**config.mk**
```make
export PLATFORM = sky130hd
export DESIGN_NAME = dofd_decoder
export DESIGN_NICKNAME = d
export VERILOG_FILES = /design/src/logic/dofd_pkg.sv /design/src/logic/dofd_decoder.sv
export SDC_FILE = /design/constraint.sdc
export NUM_CORES = 1
export LEC_CHECK = 0
export ABC_CLOCK_PERIOD_IN_PS = 4800
export BUFFER_PORTS_ARGS = -buffer_cell sky130_fd_sc_hd__buf_2
export CAP_MARGIN = 20
export CORE_MARGIN = 2
export CORE_UTILIZATION = 46
export DETAILED_ROUTE_END_ITERATION = 6
export GPL_TIMING_DRIVEN = 0
export PLACE_DENSITY_LB_ADDON = 0.3
export SYNTH_ARGS = -nofsm -noshare
export SYNTH_HDL_FRONTEND = slang
export SYNTH_SLANG_ARGS = --single-unit
export TNS_END_PERCENT = 100
```
**constraint.sdc**
```tcl
create_clock -name mclk -period 4.8 [get_ports mclk]
set_clock_uncertainty 0.1 [all_clocks]
set_input_delay 0.96 -clock mclk [delete_from_list [all_inputs] [get_ports mclk]]
set_output_delay 0.96 -clock mclk [all_outputs]
set_load 0.01 [all_outputs]
```
**src/logic/dofd_pkg.sv**
```systemverilog
// Purpose: Shared constants and carriers for the opcode field decoder
// Assumes: 16-bit instruction words, fields pre-extracted by fetch
// Notes: Field codes match the core's encoding map
package dofd_pkg;
  localparam logic [1:0] SC_HALT = 2'h0;
  localparam logic [1:0] SC_WAIT = 2'h1;
  localparam logic [1:0] SC_SWINT = 2'h2;
  localparam logic [1:0] SC_ILLEGAL = 2'h3;
  localparam logic [2:0] BF_CLR = 3'h0;
  localparam logic [2:0] BF_SET = 3'h1;
  localparam logic [2:0] BF_TGL = 3'h2;
  localparam logic [2:0] BF_MOVE = 3'h3;
  localparam logic [2:0] BF_TSTL = 3'h4;
  localparam logic [2:0] BF_BRANCH_IF_BITS_CLEARED = 3'h5;
  localparam logic [2:0] BF_TSTH = 3'h6;
  localparam logic [2:0] BF_BRANCH_IF_BITS_SET = 3'h7;
  localparam logic [15:0] ADD_MEM_DEST_WORD = 16'he042;
  localparam logic [15:0] MASK_ALL = 16'hffff;
  localparam logic [15:0] ZERO_WORD = 16'h0000;
  localparam logic [3:0] CC_ALWAYS = 4'h9;
  localparam logic [1:0] CC_TRUE_HI = 2'h2;
  localparam int BYTE_SEL_BIT = 7;
  localparam int TCC_DIS_BIT = 2;
  // Transfer word ends in 01CZ: C on bit 1, Z on bit 0, CC on bits 9..8
  localparam int TCC_C2_BIT = 1;
  localparam int TCC_Z_BIT = 0;
  localparam int TCC_CC_LSB = 8;
  localparam int TCC_CC_MSB = 9;
  localparam logic [1:0] TCC_TAG = 2'h1;
  // Logical-immediate forms mapped onto bitfield ops
  localparam logic [1:0] LOG_NONE = 2'h0;
  localparam logic [1:0] LOG_AND = 2'h1;
  localparam logic [1:0] LOG_OR_XOR = 2'h2;
  localparam logic [1:0] LOG_NOT = 2'h3;
  // Flag word: c z n v, normalized flag u
  typedef struct packed {
    logic c;
    logic z;
    logic n;
    logic v;
    logic u;
  } dofd_flags_t;
  typedef struct packed {
    logic stop;
    logic wait_lp;
    logic swint;
    logic illegal;
  } dofd_ctl_t;
  typedef struct packed {
    logic clr;
    logic set;
    logic tgl;
    logic move_imm;
    logic test_low;
    logic test_high;
    logic br_clr;
    logic br_set;
  } dofd_bf_t;
  typedef struct packed {
    logic [15:0] mask;
    logic upper;
    logic [6:0] rel;
    logic has_branch;
  } dofd_mask_t;
  typedef struct packed {
    logic lea;
    logic test_word;
    logic test_word_op_sat16;
    logic pop_reg;
    logic pop_only;
    logic end_loop;
    logic clr_imm0;
    logic clr_sets_cc;
    logic hws_pop;
    logic hws_push;
    logic bus_suppress;
    logic mem_write_en;
  } dofd_alias_t;
endpackage : dofd_pkg

```
**src/logic/dofd_decoder.sv**
```systemverilog
// Purpose: Decodes opcode fields of the fixed-point DSP core into execute controls
// Assumes: Fetch presents a word with word_valid; field meaning lines are pre-split
// Notes: All outputs registered one cycle after word_valid
//
// Behaviour
// - Transfer bit copies addr reg 0 if true
// - Loop bit: 0 hardware loop, 1 repeat
// - Special control: stop, wait, swint, illegal
// - Bitfield op codes clr/set/tgl/move/tests/branches
// - Full-word mask forms take 16-bit mask
// - Byte forms: mask, byte select, branch field
// - End-loop is stack move to null register
// - Logical immediates run as bitfield ops
// - Transfer condition maps onto bits C2..C0
// - Codes 0000-0111 are the eight tests
// - Upper bits 10 always true
// - 1100-1111 higher, lower-same, norm, not-norm
// - E042 after short add means memory destination
// - Long add direction one means memory-to-register
// - Null-register source is address load only
// - Null-register destination is test-word read unless source is null or stack
// - Test-word on accumulator uses saturated 16
// - Pop register reads, bare pop adjusts pointer
// - Non-accumulator clear is move of zero
// - Opcode bit 2 selects conditional transfer
// - Stack register read pops, write pushes
// - Null-register read suppresses bus cycle
`timescale 1ns/10ps
`default_nettype none
module dofd_decoder (
  input wire logic mclk, // Core clock
  input wire logic rst_b, // Synchronous reset, active low
  input wire logic word_valid, // Fetch word present
  input wire logic [15:0] opcode, // Current instruction word
  input wire logic [15:0] next_word, // Following instruction word
  input wire logic [15:0] last_word, // Last word of a bitfield instr
  input wire logic is_loop, // Loop/repeat class
  input wire logic loop_type, // 0 loop, 1 repeat
  input wire logic is_special, // Special control class
  input wire logic [1:0] special_control_field, // Special control code
  input wire logic is_bitfield, // Bitfield/branch-on-bit class
  input wire logic [2:0] bitfield_op_field, // Bitfield op code
  input wire logic [1:0] logic_form, // Logical-immediate form
  input wire logic is_dalu, // Data-ALU region
  input wire logic [3:0] jump_condition_field, // Jump condition
  input wire logic is_short_add, // One-word add from short/stack mem
  input wire logic is_long_add, // Add with long absolute address
  input wire logic dir_bit, // Long add direction
  input wire logic is_move, // Move class
  input wire logic src_null, // Source is null_register_code
  input wire logic dst_null, // Destination is null_register_code
  input wire logic src_hws, // Source is hardware_loop_stack
  input wire logic dst_hws, // Destination is hardware_loop_stack
  input wire logic src_acc, // Source is a full accumulator
  input wire logic is_pop, // Pop alias
  input wire logic pop_has_reg, // Pop names a register
  input wire logic is_clr, // Clear alias
  input wire logic clr_full_acc, // Clear target is full accumulator
  input wire dofd_pkg::dofd_flags_t flags, // Status flags
  output dofd_pkg::dofd_ctl_t ctl, // Special control decode
  output dofd_pkg::dofd_bf_t bf, // Bitfield op decode
  output dofd_pkg::dofd_mask_t mask, // Mask and branch field
  output dofd_pkg::dofd_alias_t alias_o, // Alias decode
  output logic loop_hw, // Hardware loop
  output logic loop_rep, // Single-instruction repeat
  output logic tcc_sel, // Conditional transfer selected
  output logic cond_true, // Evaluated condition
  output logic cond_reserved, // Reserved condition code
  output logic agu_copy, // Copy addr reg 0 to addr reg 1
  output logic add_to_mem, // Two-word add to memory
  output logic add_mem_to_reg, // Long add memory-to-register
  output logic skip_next, // Next word consumed by pair
  output logic [15:0] abs_addr // Long add absolute address
);
  logic [3:0] cond_code;
  logic tcc_now;

  // Condition evaluation shared by both condition forms
  function automatic logic eval_cc(input logic [3:0] cc, input dofd_pkg::dofd_flags_t f);
    logic r;
    r = 1'b0;
    if (cc[3:2] == dofd_pkg::CC_TRUE_HI) begin
      r = 1'b1;
    end else begin
      case (cc)
        4'h0: r = ~f.c;
        4'h1: r = f.c;
        4'h2: r = ~f.z;
        4'h3: r = f.z;
        4'h4: r = ~(f.n ^ f.v);
        4'h5: r = f.n ^ f.v;
        4'h6: r = ~(f.z | (f.n ^ f.v));
        4'h7: r = f.z | (f.n ^ f.v);
        4'hc: r = ~(f.c | f.z);
        4'hd: r = f.c | f.z;
        4'he: r = f.u;
        4'hf: r = ~f.u;
        default: r = 1'b0;
      endcase
    end
    return r;
  endfunction : eval_cc

  assign tcc_now = is_dalu && opcode[dofd_pkg::TCC_DIS_BIT];
  assign cond_code = tcc_now
    ? {1'b0, opcode[dofd_pkg::TCC_C2_BIT], opcode[dofd_pkg::TCC_CC_MSB:dofd_pkg::TCC_CC_LSB]}
    : jump_condition_field;

  always_ff @(posedge mclk) begin
    if (!rst_b) begin
      loop_hw <= 1'b0;
      loop_rep <= 1'b0;
    end else begin
      loop_hw <= word_valid && is_loop && !loop_type;
      loop_rep <= word_valid && is_loop && loop_type;
    end
  end

  always_ff @(posedge mclk) begin
    if (!rst_b) begin
      ctl <= '0;
    end else begin
      ctl <= '0;
      if (word_valid && is_special) begin
        case (special_control_field)
          dofd_pkg::SC_HALT: ctl.stop <= 1'b1;
          dofd_pkg::SC_WAIT: ctl.wait_lp <= 1'b1;
          dofd_pkg::SC_SWINT: ctl.swint <= 1'b1;
          default: ctl.illegal <= 1'b1;
        endcase
      end
    end
  end

  always_ff @(posedge mclk) begin
    if (!rst_b) begin
      bf <= '0;
      mask <= '0;
    end else begin
      bf <= '0;
      mask <= '0;
      if (word_valid && is_bitfield) begin
        case (logic_form)
          dofd_pkg::LOG_AND: begin
            bf.clr <= 1'b1;
            mask.mask <= ~last_word;
          end
          dofd_pkg::LOG_OR_XOR: begin
            if (bitfield_op_field == dofd_pkg::BF_SET) bf.set <= 1'b1;
            else bf.tgl <= 1'b1;
            mask.mask <= last_word;
          end
          dofd_pkg::LOG_NOT: begin
            bf.tgl <= 1'b1;
            mask.mask <= dofd_pkg::MASK_ALL;
          end
          default: begin
            case (bitfield_op_field)
              dofd_pkg::BF_CLR: bf.clr <= 1'b1;
              dofd_pkg::BF_SET: bf.set <= 1'b1;
              dofd_pkg::BF_TGL: bf.tgl <= 1'b1;
              dofd_pkg::BF_MOVE: bf.move_imm <= 1'b1;
              dofd_pkg::BF_TSTL: bf.test_low <= 1'b1;
              dofd_pkg::BF_TSTH: bf.test_high <= 1'b1;
              dofd_pkg::BF_BRANCH_IF_BITS_CLEARED: bf.br_clr <= 1'b1;
              default: bf.br_set <= 1'b1;
            endcase
            if (bitfield_op_field[0] && bitfield_op_field[2]) begin
              mask.upper <= last_word[dofd_pkg::BYTE_SEL_BIT];
              mask.rel <= last_word[6:0];
              mask.has_branch <= 1'b1;
              mask.mask <= last_word[dofd_pkg::BYTE_SEL_BIT]
                ? {last_word[15:8], 8'h00} : {8'h00, last_word[15:8]};
            end else begin
              mask.mask <= last_word;
            end
          end
        endcase
      end
    end
  end

  always_ff @(posedge mclk) begin
    if (!rst_b) begin
      tcc_sel <= 1'b0;
      cond_true <= 1'b0;
      cond_reserved <= 1'b0;
      agu_copy <= 1'b0;
    end else begin
      tcc_sel <= word_valid && tcc_now;
      cond_true <= word_valid && eval_cc(cond_code, flags);
      cond_reserved <= word_valid && !tcc_now && cond_code[3:2] == dofd_pkg::CC_TRUE_HI
        && cond_code != dofd_pkg::CC_ALWAYS;
      agu_copy <= word_valid && tcc_now && opcode[dofd_pkg::TCC_Z_BIT]
        && eval_cc(cond_code, flags);
    end
  end

  always_ff @(posedge mclk) begin
    if (!rst_b) begin
      add_to_mem <= 1'b0;
      add_mem_to_reg <= 1'b0;
      skip_next <= 1'b0;
      abs_addr <= dofd_pkg::ZERO_WORD;
    end else begin
      add_to_mem <= word_valid && is_short_add && next_word == dofd_pkg::ADD_MEM_DEST_WORD;
      add_mem_to_reg <= word_valid && is_long_add && dir_bit;
      skip_next <= word_valid && (is_long_add
        || (is_short_add && next_word == dofd_pkg::ADD_MEM_DEST_WORD));
      abs_addr <= (word_valid && is_long_add) ? next_word : dofd_pkg::ZERO_WORD;
    end
  end

  always_ff @(posedge mclk) begin
    if (!rst_b) begin
      alias_o <= '0;
    end else begin
      alias_o <= '0;
      if (word_valid) begin
        // end loop is stack to null
        alias_o.end_loop <= is_move && src_hws && dst_null;
        alias_o.lea <= (is_move && src_null) || (is_pop && !pop_has_reg);
        alias_o.test_word <= is_move && dst_null && !src_null && !src_hws;
        alias_o.test_word_op_sat16 <= is_move && dst_null && src_acc;
        alias_o.pop_reg <= is_pop && pop_has_reg;
        alias_o.pop_only <= is_pop && !pop_has_reg;
        alias_o.clr_imm0 <= is_clr && !clr_full_acc;
        alias_o.clr_sets_cc <= is_clr && clr_full_acc;
        alias_o.hws_pop <= is_move && src_hws;
        alias_o.hws_push <= is_move && dst_hws;
        alias_o.bus_suppress <= is_move && src_null;
        alias_o.mem_write_en <= is_move && !src_null && !dst_null && !is_pop;
      end
    end
  end

  property p_loop_excl;
    @(posedge mclk) disable iff (!rst_b) !(loop_hw && loop_rep);
  endproperty
  a_loop_excl: assert property (p_loop_excl) else $error("loop and repeat both set");

  property p_copy_needs_true;
    @(posedge mclk) disable iff (!rst_b) agu_copy |-> cond_true && tcc_sel;
  endproperty
  a_copy_needs_true: assert property (p_copy_needs_true) else $error("copy without true");

  property p_illegal_code;
    @(posedge mclk) disable iff (!rst_b)
      word_valid && is_special && special_control_field == dofd_pkg::SC_ILLEGAL |=> ctl.illegal;
  endproperty
  a_illegal_code: assert property (p_illegal_code) else $error("illegal code missed");

  property p_e042_pair;
    @(posedge mclk) disable iff (!rst_b)
      word_valid && is_short_add && next_word == dofd_pkg::ADD_MEM_DEST_WORD
        |=> add_to_mem && skip_next;
  endproperty
  a_e042_pair: assert property (p_e042_pair) else $error("memory add pair missed");

  property p_always_true;
    @(posedge mclk) disable iff (!rst_b)
      word_valid && !tcc_now && jump_condition_field == dofd_pkg::CC_ALWAYS |=> cond_true;
  endproperty
  a_always_true: assert property (p_always_true) else $error("always code not true");

  property p_not_mask;
    @(posedge mclk) disable iff (!rst_b)
      word_valid && is_bitfield && logic_form == dofd_pkg::LOG_NOT
        |=> bf.tgl && mask.mask == dofd_pkg::MASK_ALL;
  endproperty
  a_not_mask: assert property (p_not_mask) else $error("invert form wrong");

  property p_lea_no_write;
    @(posedge mclk) disable iff (!rst_b)
      word_valid && is_move && src_null
        |=> alias_o.lea && !alias_o.mem_write_en && alias_o.bus_suppress;
  endproperty
  a_lea_no_write: assert property (p_lea_no_write) else $error("address load writes");

  property p_clr_cc;
    @(posedge mclk) disable iff (!rst_b)
      word_valid && is_clr && !clr_full_acc |=> alias_o.clr_imm0 && !alias_o.clr_sets_cc;
  endproperty
  a_clr_cc: assert property (p_clr_cc) else $error("clear sets codes");

  property p_hws_pop;
    @(posedge mclk) disable iff (!rst_b)
      word_valid && is_move && src_hws |=> alias_o.hws_pop;
  endproperty
  a_hws_pop: assert property (p_hws_pop) else $error("stack read no pop");
endmodule : dofd_decoder
`default_nettype wire

```
After elaboration in Yosys (flattened, before gate mapping)
Index checks and enable logic that the tools add are counted.
{ "word_totals": {"reg_bits": 74, "in_bits": 85, "output_inout_bits": 74, "wordCells": 157} }
{ "op_classes": {"eq_ne": 25, "mux": 23, "bitwise": 13, "n_reduce_logical": 58} }
{ "op_table": {"columns": ["operator", "count"], "rows": [
  ["one-hot mux 16 bit (3 select lines)", 1],
  ["logical AND 1 bit", 35],
  ["2-to-1 mux 16 bit", 2],
  ["equality test 16 bit (second input constant)", 1],
  ["equality test 4 x 3 -> 1 bit (second input constant)", 4],
  ["equality test 4 bit (second input constant)", 4],
  ["2-to-1 mux 1 bit", 16],
  ["inverter 16 bit", 1],
  ["one-hot mux 1 bit (12 select lines)", 1],
  ["equality test 3 bit (second input constant)", 3],
  ["inverter 1 bit", 9],
  ["equality test 2 bit (second input constant)", 4],
  ["equality test 4 x 2 -> 1 bit (second input constant)", 2],
  ["zero test 1 bit", 8],
  ["AND reduction 2 bit", 4],
  ["OR reduction 7 bit", 1],
  ["equality test 3 x 2 -> 1 bit (second input constant)", 2],
  ["OR reduction 6 bit", 1],
  ["OR reduction 5 bit", 1],
  ["equality test 2 x 1 -> 1 bit (second input constant)", 2],
  ["equality test 4 x 1 -> 1 bit (second input constant)", 1],
  ["zero test 4 bit", 1],
  ["2-to-1 mux 4 bit", 1],
  ["!= test 4 bit (second input constant)", 1],
  ["11 further kinds", 13]
]} }

Depth between registers and ports, before layout
Gate-level depths: netlist of the first run.
{ "depth": {"depth_word": 7, "depth_mapped": 8, "ltp_nobuf": 6} }

Worst setup path before layout of the first run
No wires, ideal clock.
{ "synth_timing": {"kind": "input-to-reg", "startpoint": "input port logic_form[0]", "endpoint": "register bf[0] in the netlist's numbering", "setup_time_ps": 59, "arrival_time_ps": 2286, "required_ps": 4641, "path_slack_ps": 2355, "path_stages": 6, "n_path_buf": 1, "cell_sequence": "clkbuf_1 -> inv_1 -> ha_1 -> or4_4 -> nor2_2 -> and2_1"} }
{ "synth_via": {"elab_chain_cells": 2, "word_cells_on_any_way": 4, "classes_between": "eq/ne: 3; reduce/logical: 1"} }
{ "synth_rtl": {"columns": ["item", "line", "source"], "rows": [
  ["from (decl)", "dofd_decoder.sv:43", "input wire logic [1:0] logic_form,"],
  ["equality test 2 bit / equality test 2 x 1 -> 1 bit (equally long branches)", "dofd_decoder.sv:143", "case (logic_form)"],
  ["OR reduction 5 bit (no line) (*)", null, null],
  ["to (decl)", "dofd_decoder.sv:61", "output dofd_pkg::dofd_bf_t bf,"]
]} }
Mark *: on every way between the ends. The rest lies on a longest branch, timed or not.
A chain may end at the register's enable or synchronous reset.

Final worst setup path of the first run
{ "layout_timing": {"startpoint": "input port logic_form[0]", "endpoint": "register mask[12] in the netlist's numbering"} }
{ "layout_via": {"elab_chain_cells": 2, "word_cells_on_any_way": 4, "classes_between": "eq/ne: 3; mux: 1"} }
{ "layout_rtl": {"columns": ["item", "line", "source"], "rows": [
  ["equality test 2 bit / equality test 2 x 1 -> 1 bit (equally long branches)", "dofd_decoder.sv:143", null],
  ["one-hot mux 16 bit (3 select lines) (*)", "dofd_decoder.sv:143", null],
  ["to (decl)", "dofd_decoder.sv:62", "output dofd_pkg::dofd_mask_t mask,"]
]} }
Marks and branches as above.

==> out/results.txt, run 1 <==
Total Routing Usage GR: 20.5%
Peak ir drop on the vdd network: 180 uV
Post-CTS clock slew at the launch and capture registers of the worst setup and hold paths: 0.07 ns
Startpoint type of the worst setup path: input pin
Count of inserted antenna diode cells: 0
Mean instance size in the synthesized netlist: 10.0 um2
WL final: 6400 um
Seq/Total Area, Yosys: 55.4%
Final HPWL DP: 5060 um
Max Freq: 390 MHz
Share of the synthesized area in the top cell type: 55.4%
Largest fanout on the critical path: 10
Net count of the mapped netlist: 356
Minimum clock period: 2.56 ns
CP most frequent cell: clkbuf_1
Number of instances resized during post-cts repair: 0
Cell Chain, Critical Path: buf_2 > clkbuf_1 > inv_1 > ha_1 > clkbuf_1 > o21ai_1 > a221oi_1 > nor2_1
Hold violation count in the final report: 0
Count of clock tree sinks: 74
Number of enable flip-flop cells after synthesis: 0
Layout net count: 514
P&R area growth vs syn: 37.2%
H-tree depth reported by CTS: 3
Netlist area before placement: 2670 um2
Part of the cycle the worst path needs: 53.4%
Clock tree root buffer cell: clkbuf_8
Total buffers and inverters traversed by the critical path: 4
Async set or reset register ratio after synthesis: 0%
Tightest Pin Transition: 0.598 ns
Area of the multi-input gates: 1140 um2
Top FF cell, synth: dfxtp_1
Synth top area cells: dfxtp_1, nor2_1, and3_1, mux2i_1, and2_1
Synth Register Bits: 74
Die area: 6440 um2
Pin count of the biggest net entering global routing: 12
Required time of the worst setup path: 4.97 ns
Number of pins exceeding their max-slew limit in the final report: 0
Count of cell types in the netlist: 47
Input/output buffers: 147
RSZ-0062 raised after global routing: no
Sequential cell area: 1480 um2
Arrival time worst endpoint: 2.73 ns
Kind of critical path: input pin to register
Number of DRC violations after detailed-routing iteration 0: 32
Final weighted congestion in routability-driven placement: 0.793
Fraction of final layout cells with drive strength greater than 1: 40.8%
Number of setup buffers added after CTS: 0
Post-synth top area cell: dfxtp_1
First-pass iteration count of the detailed router: 4
Leak pwr: 1.92 nW
Drt drc: 0
Total core area: 5570 um2
Register with the highest flop count: mask
Class of the worst hold path: input pin to register
Maximum Capacitance Violations: 0
Number of flip-flops in the largest register: 25
Fill cell instance count of the final layout: 502
CP max stage cell: o21ai_1
Synthesized instance count: 267
Total CTS buffers: 9
Total power density per cell area: 325 nW/um2
Setup TNS: 0 ns
Largest registers: mask: 25 flops, abs_addr: 16 flops, alias_o: 12 flops
First-pass GRT wire length: 10200 um
Antenna violation net count after detailed routing: 0
Number of buffers inserted by hold repair at cts: 0
Via count: 2495
Result of the run: complete, no violations
Initial core utilization: 48.0%
Capturing element type of the critical path: register
Vias in the first global route: 2355
Syn. warnings: 0
Count of standard-cell rows: 27
Top-level port count: 159
Max Root-Sink Buffers: 2
Worst slew margin: 59.8%
Overall die width: 80.2 um
Power after layout: 0.00119 W
Hold Startpoint: clr_full_acc
Worst Setup SP: logic_form[0]
Die Span Y: 80.2 um
DR WL/cell: 12.8 um
Remaining global-route overflow: 0
Maximum cell stage delay along the critical path: 0.49 ns
Antenna violations before repair: 0
Critical path's top delay family: buffers and inverters
Setup violation total in the final timing report: 0
CTS tree: yes
Via-per-instance ratio: 4.98
cell usage in the layout (no fill, tap or decap), types with 2 or more instances in the layout:
cell type,instances
nand2b_1,4
buf_2,151
nor3b_1,2
a21oi_1,11
nor2_1,39
clkbuf_8,11
and3_1,23
clkbuf_1,6
inv_1,3
a221oi_1,7
nor4b_1,4
mux2i_1,10
nand3_1,6
nand2_1,13
ha_1,4
nor4_1,2
o21ai_1,2
nor3_1,10
a211oi_1,3
clkinv_2,3
o21a_1,2
and2_1,13
dfxtp_1,74
Yosys cell counts (5+ instances only):
cell type,n
nand2_1,13
and3_1,23
nor2_1,39
nor3_1,10
a221oi_1,7
nand3_1,6
clkbuf_1,5
mux2i_1,10
dfxtp_1,74
and2_1,13
a21oi_1,11
power by group:
group          switching (W)  internal, W  leakage [nW]
combinational      0.0000759    0.0000634          1.23
sequential        0.00000291     0.000628         0.600
clock               0.000211     0.000211        0.0920
final timing paths:
path                endpoint  slack, ns  cells after the start
setup / recovery    mask[12]       2.24                      8
hold / removal    alias_o[5]       0.68                      2
logic make-up after synthesis:
group                      Yosys count  synth area share (%)
and+or+nand+nor                    128                  26.5
DFF                                 74                  55.4
AOI/OAI and AO/OA                   35                  9.27
buffers and inverters               13                  2.01
muxes                               11                  4.31
adders and majority gates            4                  1.87
xor gates and xnor gates             2                 0.655
metrics by stage:
stage               area [um2]  hold slack, ns  setup slack (ns)  std cells  utilization [%]
finish                    3670           0.677              2.24        501             65.8
global route              3670           0.676              2.03        501             65.8
CTS                       3670           0.666              2.27        501             65.8
detailed placement        3500            1.03              1.92        486             62.8
global placement          3500            1.03              2.03        486             62.8
floorplan                 2670           0.932              2.35        267                -
layer usage:
layer  vias up  wire (um)  GRT usage (%)
met5         -          0              0
met4         0        115           9.32
met3        11        686           8.31
met2       109       3120           35.8
met1      1118       2470           21.5
li1       1257          -              -
area by class of cell:
| type | count | area share, % |
|---|---|---|
| clock buffer | 12 | 4.23 |
| clock inverter | 3 | 0.409 |
| inverter | 3 | 0.307 |
| buffer | 10 | 1.16 |
| tap | 72 | 2.45 |
| timing repair buffer | 147 | 20.0 |
| multi-input combinational | 180 | 31.0 |
| sequential | 74 | 40.4 |
No activity file was read; power rests on OpenSTA's default activity.
==> run 2: changes to the inputs <==
--- a/config.mk
+++ b/config.mk
@@ -5,11 +5,12 @@
 export SDC_FILE = /design/constraint.sdc
 export NUM_CORES = 1
 export LEC_CHECK = 0
-export ABC_CLOCK_PERIOD_IN_PS = 4800
+export ABC_AREA = 1
+export ABC_CLOCK_PERIOD_IN_PS = 2450
 export BUFFER_PORTS_ARGS = -buffer_cell sky130_fd_sc_hd__buf_2
 export CAP_MARGIN = 20
 export CORE_MARGIN = 2
-export CORE_UTILIZATION = 46
+export CORE_UTILIZATION = 44
 export DETAILED_ROUTE_END_ITERATION = 6
 export GPL_TIMING_DRIVEN = 0
 export PLACE_DENSITY_LB_ADDON = 0.3
==> constraint.sdc (replaced) <==
create_clock -name mclk -period 2.45 [get_ports mclk]
set_clock_uncertainty 0.1 [all_clocks]
set_input_delay 0.49 -clock mclk [delete_from_list [all_inputs] [get_ports mclk]]
set_output_delay 0.49 -clock mclk [all_outputs]
set_load 0.01 [all_outputs]
==> run 2 against run 1 <==
  * Count of clock-buffer cells in the layout down 1
  * Sequential power up 97%
  * Highest routed layer unchanged
  * Via count up 16%
  * Global-route usage down 1.5 points
  * Cell count up 19%
  * Flip-flop and latch count unchanged
==> out/results.txt, run 2 <==
Remaining global-route overflow: 0
Maximum cell stage delay along the critical path: 0.26 ns
Minimum clock period: 1.85 ns
Fraction of final layout cells with drive strength greater than 1: 36.9%
Cell-internal power: 0.00216 W
Drt drc: 0
Setup violation total in the final timing report: 0
NetSw: 0.000627 W
Startpoint type of the worst setup path: input pin
Leak pwr: 2.17 nW
Die area: 7160 um2
Syn. warnings: 0
Max Freq: 541 MHz
Top FF cell, synth: dfxtp_1
Final HPWL DP: 5400 um
Part of the cycle the worst path needs: 75.5%
CP most frequent cell: buf_2
Input/output buffers: 147
Share of the synthesized area in the top cell type: 51.8%
Number of buffers inserted by hold repair at cts: 0
Number of setup buffers added after CTS: 0
Mean instance size in the synthesized netlist: 7.99 um2
Number of pins exceeding their max-slew limit in the final report: 0
Top-level port count: 159
Die Span Y: 84.6 um
Most frequent cells in the layout: buf_2, dfxtp_1, inv_1, nor2_1, nand2_1
P&R area growth vs syn: 38.4%
Final weighted congestion in routability-driven placement: 0.899
Area of the multi-input gates: 1130 um2
Proportion of power drawn by the clock network: 44.5%
Seq/Total Area, Yosys: 51.8%
Antenna violations before repair: 0
Initial core utilization: 45.3%
Async set or reset register ratio after synthesis: 0%
Required time of the worst setup path: 2.61 ns
Hold Startpoint: loop_type
Pin count of the biggest net entering global routing: 13
Capturing element type of the critical path: register
CTS tree: yes
Switching Share: 22.5%
Layout net count: 605
Worst Setup SP: logic_form[1]
Fill cell instance count of the final layout: 550
Clock tree root buffer cell: clkbuf_8
Total power density per cell area: 704 nW/um2
Net count of the mapped netlist: 447
Count of inserted antenna diode cells: 0
Tightest Pin Transition: 0.465 ns
Share of power burned in combinational logic: 11.1%
Setup TNS: 0 ns
Hold path depth: 2
Result of the run: complete, no violations
Class of the worst hold path: input pin to register
Via-per-instance ratio: 4.82
Count of clock tree sinks: 74
H-tree depth reported by CTS: 3
Worst slew margin: 69.0%
Number of enable flip-flop cells after synthesis: 0
Number of DRC violations after detailed-routing iteration 0: 152
Via count: 2884
Synthesized instance count: 358
Hold violation count in the final report: 0
RSZ-0062 raised after global routing: no
Total core area: 6310 um2
Portion of total power attributed to sequential cells: 44.3%
Power after layout: 0.00279 W
Number of flip-flops in the largest register: 25
First-pass iteration count of the detailed router: 4
Largest registers: mask: 25 flops, abs_addr: 16 flops, alias_o: 12 flops
Count of standard-cell rows: 29
Most frequently used cell type in the post-synthesis netlist: dfxtp_1
Count of cell types in the netlist: 29
Overall die width: 84.6 um
Post-CTS clock slew at the launch and capture registers of the worst setup and hold paths: 0.07 ns
Vias in the first global route: 2460
Kind of critical path: input pin to register
Sequential cell area: 1480 um2
Top cells by count, synth: dfxtp_1, inv_1, nor2_1, nand2_1, nand3_1
Cell Chain, Critical Path: buf_2 > inv_1 > buf_2 > ha_1 > buf_2 > buf_2 > nand3_1 > a21oi_1
Synth Register Bits: 74
Antenna violation net count after detailed routing: 0
Netlist area before placement: 2860 um2
Register with the highest flop count: mask
Total Routing Usage GR: 19.0%
Arrival time worst endpoint: 2.00 ns
DR WL/cell: 11.8 um
Total CTS buffers: 9
Synth top area cells: dfxtp_1, inv_1, nand3_1, nor2_1, a21oi_1
Maximum Capacitance Violations: 0
Number of instances resized during post-cts repair: 0
CP max stage cell: buf_2
Most frequent standard cell in the layout excluding fill and tap cells: buf_2
Largest fanout on the critical path: 11
WL final: 7050 um
Max Root-Sink Buffers: 2
First-pass GRT wire length: 10900 um
Peak ir drop on the vdd network: 462 uV
Post-synth top area cell: dfxtp_1
==> run 2: cell count changes in the layout (fill, tap and decap cells not counted), moves of 7 or more <==
cell,delta
mux2i_1,-10
nand3_1,+31
nor2_1,+8
and2_1,-13
and3_1,-23
inv_1,+49
a21oi_1,+18
nand2_1,+25
o21ai_0,+15
nand2_2,+10
a221oi_1,-7
==> run 2: cells by family after synthesis <==
family                     count (synthesis)  synth area share, %
DFF                                       74                 51.8
and+or+nand+nor                          162                 27.4
buffers and inverters                     64                 8.75
AOI/OAI and AO/OA                         53                 10.0
adders and majority gates                  4                 1.75
xor gates and xnor gates                   1                0.306
==> run 2: layout make-up <==
cell class	count	area share [%]
buffer	9	1.01
clock buffer	11	3.57
clock inverter	5	3.16
inverter	55	5.31
multi-input combinational	220	28.5
sequential	74	37.4
tap	77	2.43
timing repair buffer	147	18.6
==> run 2: worst paths after layout <==
| check | slack [ns] | to |
|---|---|---|
| max | 0.60 | mask[17] |
| min | 0.22 | loop_hw |
==> run 2: per-stage QoR <==
step                      std cells  utilization [%]  setup slack, ns  instance area [um2]  hold WS, ns
after floorplan                 358                -            0.717                 2860        0.462
after global placement          582             58.5            0.329                 3690        0.561
after detailed placement        582             58.5            0.289                 3690        0.565
after CTS                       598             62.7            0.639                 3960        0.201
after global routing            598             62.7            0.504                 3960        0.198
final                           598             62.7            0.601                 3960        0.216
==> run 2: critical path: cells and delay by family <==
kind | cells | cell delay (ns)
compound gates | 1 | 0.17
fa+ha+maj | 1 | 0.23
buf+inv | 5 | 1.01
simple gates | 1 | 0.09
==> run 2: layer usage <==
layer | global-route usage, % | vias up | share of wire [%]
li1 | - | 1469 | -
met1 | 22.9 | 1283 | 40
met2 | 32.3 | 126 | 50
met3 | 5.80 | 6 | 9.1
met4 | 6.35 | 0 | 0.62
met5 | 0 | - | 0
==> run 2: power by group through the flow <==
stage          logic (W)  registers [W]  clock network [W]
4_1_cts         0.000309        0.00124            0.00126
5_1_grt         0.000347        0.00124            0.00132
2_1_floorplan   0.000152        0.00128                  0
3_5_place_dp    0.000307        0.00126                  0
3_3_place_gp    0.000300        0.00126                  0
6_report        0.000310        0.00124            0.00124
==> run 3: changes to the inputs <==
--- a/config.mk
+++ b/config.mk
@@ -6,11 +6,11 @@
 export NUM_CORES = 1
 export LEC_CHECK = 0
 export ABC_AREA = 1
-export ABC_CLOCK_PERIOD_IN_PS = 2450
+export ABC_CLOCK_PERIOD_IN_PS = 1700
 export BUFFER_PORTS_ARGS = -buffer_cell sky130_fd_sc_hd__buf_2
 export CAP_MARGIN = 20
 export CORE_MARGIN = 2
-export CORE_UTILIZATION = 44
+export CORE_UTILIZATION = 40
 export DETAILED_ROUTE_END_ITERATION = 6
 export GPL_TIMING_DRIVEN = 0
 export PLACE_DENSITY_LB_ADDON = 0.3
==> constraint.sdc (replaced) <==
create_clock -name mclk -period 1.7 [get_ports mclk]
set_clock_uncertainty 0.1 [all_clocks]
set_input_delay 0.34 -clock mclk [delete_from_list [all_inputs] [get_ports mclk]]
set_output_delay 0.34 -clock mclk [all_outputs]
set_load 0.01 [all_outputs]
==> run 3 against run 2 <==
  * Critical path depth increased by 1
  * Global-route usage decreased by 0.94 points
  * Utilization decreased by 5.1 points
  * Count of clock-buffer cells in the layout decreased by 1
  * Clock power increased by 22%
  * Cell area decreased by 0.13%
  * Sequential share of layout area about the same
  * Flip-flop and latch count unchanged
  * First-iteration DRC count decreased by 36%
  * Via count decreased by 0.66%
  * Critical path type unchanged
==> out/results.txt, run 3 (synthesized netlist as in run 2, its figures left out) <==
Setup violation total in the final timing report: 0
Max Root-Sink Buffers: 2
Drt drc: 0
Minimum clock period: 1.62 ns
Worst slew margin: 69.9%
Via-per-instance ratio: 4.64
Vias in the first global route: 2542
NetSw: 0.000922 W
Maximum cell stage delay along the critical path: 0.35 ns
Die Span Y: 88.5 um
Count of standard-cell rows: 30
Most frequent cells in the layout: buf_2, dfxtp_1, inv_1, nor2_1, nand2_1
Largest registers: mask: 25 flops, abs_addr: 16 flops, alias_o: 12 flops
Non-filler instance count after layout: 617
Hold violation count in the final report: 0
Overall die width: 88.5 um
Largest fanout on the critical path: 11
Fill cell instance count of the final layout: 644
Max Freq: 617 MHz
Post-DP Area: 3710 um2
Number of DRC violations after detailed-routing iteration 0: 97
Via count: 2865
DP Cell Count: 601
Maximum Capacitance Violations: 0
Endpoint with the worst hold slack: alias_o[5]
Hold Startpoint: clr_full_acc
Most frequent standard cell in the layout excluding fill and tap cells: buf_2
Class of the worst hold path: input pin to register
Hold path depth: 2
H-tree depth reported by CTS: 3
Result of the run: complete, no violations
Count of inserted antenna diode cells: 0
Total buffers and inverters traversed by the critical path: 5
Part of the cycle the worst path needs: 95.3%
CP max stage cell: buf_1
Antenna violation net count after detailed routing: 0
Cell Chain, Critical Path: buf_2 > inv_1 > buf_4 > ha_2 > buf_1 > nand3_1 > nand3_1 > nand2_1 > inv_1
Area of all placed cells without fillers: 3950 um2
Proportion of power drawn by the clock network: 40.4%
Remaining global-route overflow: 0
Critical path's top delay family: buffers and inverters
Antenna violations before repair: 0
Share of power burned in combinational logic: 12.0%
Count of clock tree sinks: 74
Post-CTS clock slew at the launch and capture registers of the worst setup and hold paths: 0.08 ns
Layout net count: 605
Area of the multi-input gates: 1130 um2
First-pass GRT wire length: 11000 um
Number of pins exceeding their max-slew limit in the final report: 0
Total CTS buffers: 9
Leak pwr: 2.15 nW
Kind of critical path: input pin to register
DR WL/cell: 11.6 um
Arrival time worst endpoint: 1.81 ns
Pin count of the biggest net entering global routing: 14
Cell-internal power: 0.00282 W
RSZ-0062 raised after global routing: no
Peak ir drop on the vdd network: 464 uV
Final HPWL DP: 5500 um
Final weighted congestion in routability-driven placement: 0.925
WL final: 7150 um
First-pass iteration count of the detailed router: 7
Total Routing Usage GR: 18.1%
Tightest Pin Transition: 0.452 ns
Register with the highest flop count: mask
Number of flip-flops in the largest register: 25
Die area: 7840 um2
Input/output buffers: 147
Switching Share: 24.6%
Sequential cell area: 1480 um2
CTS tree: yes
P&R area growth vs syn: 38.2%
Required time of the worst setup path: 1.89 ns
Top-level port count: 159
Clock tree root buffer cell: clkbuf_8
Total power density per cell area: 947 nW/um2
Startpoint type of the worst setup path: input pin
Initial core utilization: 41.6%
Capturing element type of the critical path: register
Total core area: 6870 um2
Fraction of final layout cells with drive strength greater than 1: 37.4%
Portion of total power attributed to sequential cells: 47.6%
run 3: cell types whose count changed in the layout (fill, tap and decap cells not counted):
cell,before,now
buf_2,152,149
buf_4,0,1
bufinv_16,4,2
clkbuf_1,4,2
clkbuf_2,0,1
clkbuf_4,0,2
clkinvlp_4,0,2
ha_1,4,3
ha_2,0,1
inv_6,0,1
run 3: final cells by class:
type / count / area share, %
repair buffers: 147 / 18.6
inverters: 55 / 5.32
clock inverters: 6 / 2.25
clock buffers: 10 / 3.48
plain buffers: 9 / 1.23
multi-input cells: 220 / 28.6
flip-flops and latches: 74 / 37.5
well taps: 96 / 3.04
run 3: stage by stage:
step	setup slack, ns	utilization [%]	hold WS [ns]	total power (W)	setup TNS [ns]
after floorplan	0.117	-	0.312	0.00206	0
after global placement	-0.288	54.1	0.411	0.00225	-4.85
after detailed placement	-0.347	54.1	0.416	0.00226	-6.26
after CTS	0.0656	57.4	0.0443	0.00379	0
after global routing	0.00136	57.5	0.0462	0.00393	0
final	0.0792	57.5	0.0635	0.00374	0
run 3: worst max path at each step:
stage	slack, ns	end	depth (start not counted)	from
after floorplan	0.12	mask[13]	7	logic_form[1]
after global placement	-0.29	mask[16]	8	logic_form[1]
after detailed placement	-0.35	mask[16]	8	logic_form[1]
after CTS	0.07	mask[16]	8	logic_form[1]
after global routing	0.001	mask[16]	8	logic_form[1]
final	0.08	mask[10]	9	logic_form[1]
run 3: layer usage:
metal	global-route usage (%)	wire (um)
met5	0	0
met2	30.5	3520
met3	7.28	600
met1	20.7	2940
met4	6.47	87
run 3: power groups by stage:
stage                     logic (W)  clock network [W]  registers [W]
final                      0.000450            0.00151        0.00178
after global placement     0.000433                  0        0.00182
after global routing       0.000507            0.00164        0.00178
after CTS                  0.000448            0.00156        0.00178
after floorplan            0.000220                  0        0.00184
after detailed placement   0.000444                  0        0.00182
run 3: repair_timing:
item	in CTS	in global routing
setup buffers	0	0
endpoints found under the setup margin	1	14
gates resized for setup	1	5
hold buffers	0	0
hold endpoints to repair	0	0
